===== config.mk =====
export PLATFORM = sky130hd
export DESIGN_NAME = mtdls_stats_top
export DESIGN_NICKNAME = d
export VERILOG_FILES = /design/src/rtl/mtdls_pkg.sv /design/src/rtl/mtdls_counter.sv /design/src/rtl/mtdls_sticky_flag.sv /design/src/rtl/mtdls_stats_top.sv
export SDC_FILE = /design/constraint.sdc
export NUM_CORES = 1
export LEC_CHECK = 0
export CORE_MARGIN = 5
export CORE_UTILIZATION = 35
export DETAILED_ROUTE_END_ITERATION = 16
export DONT_BUFFER_PORTS = 1
export GPL_TIMING_DRIVEN = 0
export SLEW_MARGIN = 10
export SYNTH_ARGS = -nofsm -noshare
export SYNTH_HDL_FRONTEND = slang
export SYNTH_SLANG_ARGS = --single-unit
export TNS_END_PERCENT = 100

===== constraint.sdc =====
create_clock -name mclk -period 6.5 [get_ports mclk]
set_clock_uncertainty 0.05 [all_clocks]
set_input_delay 0.325 -clock mclk [delete_from_list [all_inputs] [get_ports mclk]]
set_output_delay 0.325 -clock mclk [all_outputs]
set_load 0.02 [all_outputs]

===== src/rtl/mtdls_pkg.sv =====
// Shared constants and types for the MAC transmit-defer and length statistics counters
package mtdls_pkg;

  localparam int NUM_CNT = 4;

  // Counter slots, also the bit positions in the per-counter mask
  localparam int IDX_GOOD_TX    = 0;
  localparam int IDX_DEFER_TX   = 1;
  localparam int IDX_EXCESS_DEF = 2;
  localparam int IDX_OVERSIZE   = 3;

  // Byte offsets inside the host I/O or memory window
  localparam logic [7:0] GOOD_TX_OFFSET    = 8'hDC;
  localparam logic [7:0] DEFER_TX_OFFSET   = 8'hE4;
  localparam logic [7:0] EXCESS_DEF_OFFSET = 8'hE8;
  localparam logic [7:0] OVERSIZE_OFFSET   = 8'hEC;

  localparam int WIDE_BITS   = 32;
  localparam int NARROW_BITS = 16;

  localparam logic [31:0] WIDE_THRESH   = 32'hC0000000;
  localparam logic [31:0] NARROW_THRESH = 32'h0000C000;
  localparam logic [31:0] COUNT_RESET   = 32'h00000000;

  // Lanes that make a whole double word or a whole low word
  localparam logic [3:0] DWORD_LANES = 4'hF;
  localparam logic [3:0] WORD_LANES  = 4'h3;

  localparam int          CNT_WIDTH  [NUM_CNT] = '{WIDE_BITS, WIDE_BITS, NARROW_BITS, NARROW_BITS};
  localparam logic [7:0]  CNT_OFFSET [NUM_CNT] = '{GOOD_TX_OFFSET, DEFER_TX_OFFSET,
                                                   EXCESS_DEF_OFFSET, OVERSIZE_OFFSET};
  localparam logic [31:0] CNT_THRESH [NUM_CNT] = '{WIDE_THRESH, WIDE_THRESH, NARROW_THRESH, NARROW_THRESH};

  typedef logic [31:0] mtdls_word_t;

  typedef struct packed {
    logic done;
    logic ok;
    logic deferred;
    logic collided;
  } mtdls_tx_report_s;

  typedef struct packed {
    logic        done;
    logic [15:0] length;
  } mtdls_rx_report_s;

  typedef struct packed {
    logic        sel;
    logic        wr;
    logic        rd;
    logic [7:0]  addr;
    logic [3:0]  byteEn;
    mtdls_word_t wrData;
  } mtdls_reg_req_s;

  typedef enum {
    DEFER_FREE,
    DEFER_COUNTED
  } mtdls_defer_state_e;

endpackage


===== src/rtl/mtdls_counter.sv =====
// One wrapping statistics counter with software write and threshold detection
`timescale 1ns/1ps
module mtdls_counter #(
  parameter int          WIDTH  = 32,
  parameter logic [31:0] THRESH = 32'hC0000000
) (
  input  wire logic                   mclk,
  input  wire logic                   srst,
  input  wire logic                   mclkEn,
  input  wire logic                   incEn,
  input  wire logic                   wrEn,
  input  wire mtdls_pkg::mtdls_word_t wrData,
  output mtdls_pkg::mtdls_word_t      countVal,
  output logic                        thresholdHit
);
  import mtdls_pkg::*;

  localparam logic [31:0] MAX_MASK = 32'hFFFFFFFF >> (32 - WIDTH);

  generate
    if (WIDTH < 1 || WIDTH > 32 || (THRESH & ~MAX_MASK) != 32'h00000000) begin : g_bad
      $error("mtdls_counter: width or threshold out of range");
    end
  endgenerate

  mtdls_word_t count_q;
  mtdls_word_t count_d;
  logic        hit_q;

  // Masking the sum gives the wrap to zero after the all-ones value
  assign count_d = (count_q + 32'h00000001) & MAX_MASK;

  always_ff @(posedge mclk) begin
    if (srst) begin
      count_q <= COUNT_RESET;
    end else if (mclkEn) begin
      // A software write in the same cycle as an event wins; the event is lost
      if (wrEn) begin
        count_q <= wrData & MAX_MASK;
      end else if (incEn) begin
        count_q <= count_d;
      end
    end
  end

  // Only an increment landing on the threshold fires, not a write of it
  always_ff @(posedge mclk) begin
    if (srst) begin
      hit_q <= 1'b0;
    end else if (mclkEn) begin
      hit_q <= incEn && !wrEn && (count_d == THRESH);
    end
  end

  assign countVal     = count_q;
  assign thresholdHit = hit_q;
endmodule


===== src/rtl/mtdls_sticky_flag.sv =====
// Sticky event flag where a new event beats an acknowledge in the same cycle
`timescale 1ns/1ps
module mtdls_sticky_flag (
  input  wire logic mclk,
  input  wire logic srst,
  input  wire logic mclkEn,
  input  wire logic setEv,
  input  wire logic clrEv,
  output logic      flag
);
  logic flag_q;

  always_ff @(posedge mclk) begin
    if (srst) begin
      flag_q <= 1'b0;
    end else if (mclkEn) begin
      if (setEv) begin
        flag_q <= 1'b1;
      end else if (clrEv) begin
        flag_q <= 1'b0;
      end
    end
  end

  assign flag = flag_q;
endmodule


===== src/rtl/mtdls_stats_top.sv =====
// Transmit-defer, good-transmit and oversize-receive statistics counters with register access
//
// Overview of operation
// - Count frames whose first attempt deferred.
// - Deferred counter never counts frames that collided.
// - Deferred counter wraps to zero after all-ones.
// - Deferred counter reaching threshold raises event.
// - Deferred counter needs global on, mask clear.
// - Count frames exceeding the defer limit.
// - Excess deferral counted once per frame.
// - Excess counter wraps; threshold raises event.
// - Excess counter needs global on, mask clear.
// - Count successfully transmitted frames.
// - Good counter wraps; threshold raises event.
// - Good counter needs global on, mask clear.
// - Count received frames longer than maximum.
// - Oversize counter wraps; threshold raises event.
// - Oversize counter needs global on, mask clear.
// - Wide counters reset zero, dword read/write.
`timescale 1ns/1ps
module mtdls_stats_top (
  input  wire logic                        mclk,
  input  wire logic                        srst,
  input  wire logic                        mclkEn,
  input  wire mtdls_pkg::mtdls_reg_req_s   regReq,
  output mtdls_pkg::mtdls_word_t           regRdData,
  output logic                             regRdAck,
  output logic                             regAccessErr,
  input  wire logic                        countersGlobalOn,
  input  wire logic [3:0]                  counterMask,
  input  wire logic [15:0]                 maxFrameLength,
  input  wire mtdls_pkg::mtdls_tx_report_s txReport,
  input  wire logic                        txExcessDefer,
  input  wire mtdls_pkg::mtdls_rx_report_s rxReport,
  input  wire logic                        thresholdAck,
  output logic                             counterThresholdEvent
);
  import mtdls_pkg::*;

  logic [NUM_CNT-1:0] countEnable;
  logic [NUM_CNT-1:0] rawEvent;
  logic [NUM_CNT-1:0] incEn;
  logic [NUM_CNT-1:0] addrHit;
  logic [NUM_CNT-1:0] lanesOk;
  logic [NUM_CNT-1:0] wrEn;
  logic [NUM_CNT-1:0] hitVec;
  mtdls_word_t        cntVal [NUM_CNT];

  mtdls_defer_state_e deferState_q;
  mtdls_defer_state_e deferState_d;

  mtdls_word_t rdData_q;
  mtdls_word_t rdData_d;
  logic        rdAck_q;
  logic        accessErr_q;
  logic        accessReq;
  logic        badAccess;

  // Event decode from the MAC datapath, all strobes on mclk
  assign rawEvent[IDX_GOOD_TX]  = txReport.done && txReport.ok;
  assign rawEvent[IDX_DEFER_TX] = txReport.done && txReport.deferred
                                  && !txReport.collided;
  assign rawEvent[IDX_EXCESS_DEF] = txExcessDefer
                                    && (deferState_q == DEFER_FREE);
  assign rawEvent[IDX_OVERSIZE] = rxReport.done
                                  && (rxReport.length > maxFrameLength);

  // One excessive-deferral count per frame; the frame's completion re-arms it
  always_comb begin
    deferState_d = deferState_q;
    case (deferState_q)
      DEFER_FREE: begin
        if (txExcessDefer && !txReport.done) begin
          deferState_d = DEFER_COUNTED;
        end
      end
      DEFER_COUNTED: begin
        if (txReport.done) begin
          deferState_d = DEFER_FREE;
        end
      end
      default: begin
        deferState_d = DEFER_FREE;
      end
    endcase
  end

  always_ff @(posedge mclk) begin
    if (srst) begin
      deferState_q <= DEFER_FREE;
    end else if (mclkEn) begin
      deferState_q <= deferState_d;
    end
  end

  // Register access decode
  assign accessReq = regReq.sel && (regReq.wr || regReq.rd);

  generate
    for (genvar i = 0; i < NUM_CNT; i++) begin : g_cnt
      assign countEnable[i] = countersGlobalOn && !counterMask[i];
      assign incEn[i]       = rawEvent[i] && countEnable[i];
      assign addrHit[i]     = (regReq.addr == CNT_OFFSET[i]);
      // Partial accesses would tear a live counter, so they are refused
      assign lanesOk[i]     = (CNT_WIDTH[i] == WIDE_BITS) ? (regReq.byteEn == DWORD_LANES)
                                                          : (regReq.byteEn == WORD_LANES);
      assign wrEn[i]        = regReq.sel && regReq.wr && addrHit[i] && lanesOk[i];

      mtdls_counter #(
        .WIDTH  (CNT_WIDTH[i]),
        .THRESH (CNT_THRESH[i])
      ) u_counter (
        .mclk         (mclk),
        .srst         (srst),
        .mclkEn       (mclkEn),
        .incEn        (incEn[i]),
        .wrEn         (wrEn[i]),
        .wrData       (regReq.wrData),
        .countVal     (cntVal[i]),
        .thresholdHit (hitVec[i])
      );
    end
  endgenerate

  assign badAccess = accessReq && |(addrHit & ~lanesOk);

  always_comb begin
    rdData_d = COUNT_RESET;
    for (int i = 0; i < NUM_CNT; i++) begin
      if (addrHit[i] && lanesOk[i]) begin
        rdData_d = cntVal[i];
      end
    end
  end

  // Read data and acknowledge one cycle after the request; unmapped reads give zero
  always_ff @(posedge mclk) begin
    if (srst) begin
      rdData_q <= COUNT_RESET;
      rdAck_q  <= 1'b0;
    end else if (mclkEn) begin
      rdAck_q <= regReq.sel && regReq.rd;
      if (regReq.sel && regReq.rd) begin
        rdData_q <= rdData_d;
      end
    end
  end

  always_ff @(posedge mclk) begin
    if (srst) begin
      accessErr_q <= 1'b0;
    end else if (mclkEn) begin
      accessErr_q <= badAccess;
    end
  end

  mtdls_sticky_flag u_threshold_flag (
    .mclk   (mclk),
    .srst   (srst),
    .mclkEn (mclkEn),
    .setEv  (|hitVec),
    .clrEv  (thresholdAck),
    .flag   (counterThresholdEvent)
  );

  assign regRdData    = rdData_q;
  assign regRdAck     = rdAck_q;
  assign regAccessErr = accessErr_q;
endmodule


==> results.md <==
- In this run the power spent charging and discharging nets is 501 uW.
- Signal routing reaches up to met5.
- Counting flops with a built-in enable in the synthesized netlist gives 0.
- TritonCTS created 17 clock buffers.
- From synthesis to final layout, the design area changed by 11.5%.
- After clock tree synthesis, the repair step resized 0 gates.
- The post-synthesis net count is 1460.
- In the routed layout, each cell is associated on average with a via count of 6.29.
- The area of the core region is 27700 um^2.
- In this run the static leakage power is 0.00370 uW.
- After clock tree synthesis, the clock-pin slew on the worst setup and hold paths is 60 ps.
- Of the total power, the share spent switching nets is 24.7%.
- The pin count of the biggest net entering global routing is 17.
- The average footprint of a synthesized cell is 7.29 um^2.
- The worst setup path is captured at a flip-flop.
- The width of the die is 177 um.
- The global placer's final weighted congestion is 0.949.
- Per report_power, the clock group accounts for 51.7% of the total.
- The minimum clock period after layout is 3110 ps.
- The total power per unit cell area is 186 nW/um^2.
- The number of vias in the routed layout is 11.1k.
- The synthesized design devotes to its leading area cell type 27.8% of total area.
- In the global route stage, overall resource usage came out at 26.2%.
- The worst-case reg-to-reg path depth is 8.
- The worst hold path endpoint is g_cnt[3].u_counter.countVal[0].
- The origin of the worst min-delay path is regReq[0].
- The first routing iteration left 1466 violations.
- The most used flip-flop cell after synthesis is dfxtp_1.
- After synthesis, the share of flip-flops with an asynchronous set or reset is 0%.
- The run finished with clean final reports.
- The required time at the endpoint of the critical path is 6800 ps.
- The startpoint of the worst-slack reg-to-reg timing path is g_cnt[1].u_counter.countVal[0].
- The actual transition at the worst max-transition pin is 1100 ps.
- The internal power component is 1530 uW.
- The worst setup path is launched from a flip-flop.
- The distinct cell type count after synthesis is 81.
- The count of endpoints failing setup in the final report is 0.
- The number of hold violations in the final report is 0.
- The worst relative slew slack is 25.8%.
- After routing, the total negative slack on setup checks comes to 0 ps.
- The routed design uses 4360 um of met3 wire.
- The largest buffer count on any clock path is 2.
- The share of cells above drive strength 1 is 7.19%.
- Max-cap violations in this run came to 0.
- The post-layout total power is 2030 uW.
- The die covers 31500 um^2.
- The number of warnings reported in the yosys synthesis log is 0.
- The count of antenna-violating nets left after detailed routing is 0.
- The biggest area contributor in the post-synthesis netlist is dfxtp_1.
- STA puts the critical path data arrival time at 3410 ps.
- The floorplan step set the die height to 177 um.
- The length of routed met2 wiring is 18800 um.
- Summed over all nets, the half-perimeter wirelength after detailed placement is 31400 um.
- The total overflow left after global routing is 0.
- The via count of the first global-routing pass is 9981.
- The number of antenna violations at the first check in global routing is 2.
- After synthesis, flip-flops and latches occupy 27.8% of the total area.
- OpenSTA, run right after detailed placement, puts the worst setup slack at 3520 ps.
- TritonCTS built the clock tree.
- Setup repair after global routing left no endpoint under its margin.
- IR analysis of the VDD net gives a maximum drop of 0.180 mV.
- After synthesis, the cell types taking the most area are dfxtp_1 28%, nand2_1 5.9%, nor2_1 5.5%, a21oi_1 4.9%, o21ai_0 3.9%.
- The critical path class is flip-flop to flip-flop.
- The first detailed-routing pass took 7 iterations.
- In this run the register-to-register setup slack is 3390 ps.
- The path category of the worst min-delay check is input port to flip-flop.
- The sink count of the clock tree is 136.
- The highest net fanout along the worst path is 9.
- After floorplanning, the core was divided into 61 placement rows.
- The average wire length per cell after detail routing is 23.8 um.
- The final-report max-slew violation count is 0.
- In this run the cell area of the synthesized design comes to 9800 um^2.
- The count of input and output buffers is 0.
- The wire length on met1 is 16500 um.
- In this run, flip-flops and latches consume 42.7% of the power.
- Once layout is complete, the utilization of the core stands at 39.4%.
- Across all setup checks in the final design, the least slack found is 3390 ps.
- Derived from the worst setup path, the maximum achievable clock frequency is 0.321 GHz.
- The I/O pin count is 129.
- The first global-routing pass estimated 62900 um of wire.
- The combinational share of power is 5.6%.
- The destination of the worst register-to-register timing path is g_cnt[1].u_counter.thresholdHit.
- The starting utilization of the core area is 35.4%.
- The number of instances in the synthesized netlist is 1344.
- The aggregate routed wire length is 41900 um.
- The number of cells on the worst hold path is 2.
- In the routed design, unresolved DRC markers number 0.
- The post-CTS setup buffer count is 0.
- The post-layout net count is 1482.
- For this run, the number of standard cells in the final layout without fillers is 1757.
- The root cell of the clock tree is clkbuf_16.
- After detailed placement, the design holds a cell count of 1722.
- Clock latency on the worst-skew pair, taken at its later pin, is 440 ps.
- The H-tree was split into 4 levels.
- The synthesized design contains 136 register bits.
- The final critical path takes up 47.9% of the cycle.
[repair_timing]
item                                    CTS  global route
hold endpoints to repair                  4             0
hold buffers                              3             0
endpoints found under the setup margin    0             0
[Yosys cell counts (19+ instances only)]
cell type	number
nor3_1	52
inv_1	27
nand4_1	39
nor2_1	143
clkbuf_1	83
a22oi_1	24
o21ai_0	77
nor4_1	23
ha_1	22
a2bb2oi_1	19
nand2_1	154
o31ai_1	21
and3_1	28
buf_2	37
a211oi_1	40
dfxtp_1	136
nand3_1	54
a21oi_1	95
[area by class of cell]
type	instances	area, um^2
fill	2816	16800
clock buffer	18	439
inverter	27	101
timing repair buffer	3	30.0
clock inverter	12	178
tap	378	473
multi-input combinational	1051	6400
buffer	130	577
antenna	2	5.00
sequential	136	2720
[critical path: stages (launching register included)]
cell and delay [ps]:
dfxtp_1 500, ha_1 330, nand3_1 340, a2111oi_0 490
o2111ai_1 150, nor4b_1 440, nand4b_1 180, a2111o_1 340
o31ai_2 200
[metrics by stage]
step / instance area (um^2) / hold WS (ps)
2_1_floorplan: 9800 / 375
3_3_place_gp: 10300 / 379
3_5_place_dp: 10300 / 381
4_1_cts: 10900 / 16.6
5_1_grt: 10900 / 33.4
6_report: 10900 / 20.5
[layer usage]
| metal | up-vias | GRT usage [%] |
|---|---|---|
| met5 | - | 0 |
| met4 | 2 | 13.2 |
| met3 | 129 | 5.50 |
| met2 | 631 | 40.3 |
| met1 | 5216 | 34.7 |
| li1 | 5075 | - |
[power by group through the flow]
stage | logic [uW] | registers, uW | clock network (uW)
floorplan | 74.6 | 881 | 0
global placement | 107 | 885 | 0
detailed placement | 109 | 885 | 0
CTS | 112 | 867 | 1060
global route | 123 | 867 | 1090
finish | 113 | 867 | 1050
[how the worst max path moves through the flow]
stage | start | endpoint | slack [ps] | depth (start not counted)
global route | g_cnt[1].u_counter.countVal[0] | g_cnt[1].u_counter.thresholdHit | 3130 | 8
finish | g_cnt[1].u_counter.countVal[0] | g_cnt[1].u_counter.thresholdHit | 3390 | 8
global placement | g_cnt[1].u_counter.countVal[0] | g_cnt[1].u_counter.thresholdHit | 3470 | 8
floorplan | g_cnt[1].u_counter.countVal[7] | g_cnt[1].u_counter.thresholdHit | 3970 | 9
CTS | g_cnt[1].u_counter.countVal[0] | g_cnt[1].u_counter.thresholdHit | 3500 | 8
detailed placement | g_cnt[1].u_counter.countVal[0] | g_cnt[1].u_counter.thresholdHit | 3520 | 8
[logic make-up (layout without fill, tap and decap cells)]
kind of cell / after synthesis / after routing / share of synthesized area (%)
AO/OA/AOI/OAI: 413 / 413 / 28.8
flip-flops: 136 / 136 / 27.8
other: 0 / 2 / 0
AND/OR/NAND/NOR: 574 / 574 / 29.9
multiplexers: 6 / 6 / 0.625
XOR/XNOR: 36 / 36 / 3.22
buffers and inverters: 157 / 190 / 6.92
adder cells (fa/ha/maj): 22 / 22 / 2.81
[state kept, by name, summed over array words and instances (netlist names)]
register / cells
regRdData: 32
g_cnt.u_counter.countVal: 96
u_threshold_flag.flag: 1
regAccessErr: 1
deferState_q: 1
regRdAck: 1
g_cnt.u_counter.thresholdHit: 4
[placed cells by master, fill, tap and decap left out, types with 27 or more instances in the layout]
cell,synthesis,routed
buf_2,37,37
a211oi_1,40,40
nand2_1,154,154
nand4_1,39,39
nor2_1,143,143
o21ai_0,77,77
inv_1,27,27
nor3_1,52,52
clkbuf_1,83,83
and3_1,28,28
nand3_1,54,54
a21oi_1,95,95
dfxtp_1,136,136
No activity file was read; power rests on OpenSTA's default activity.
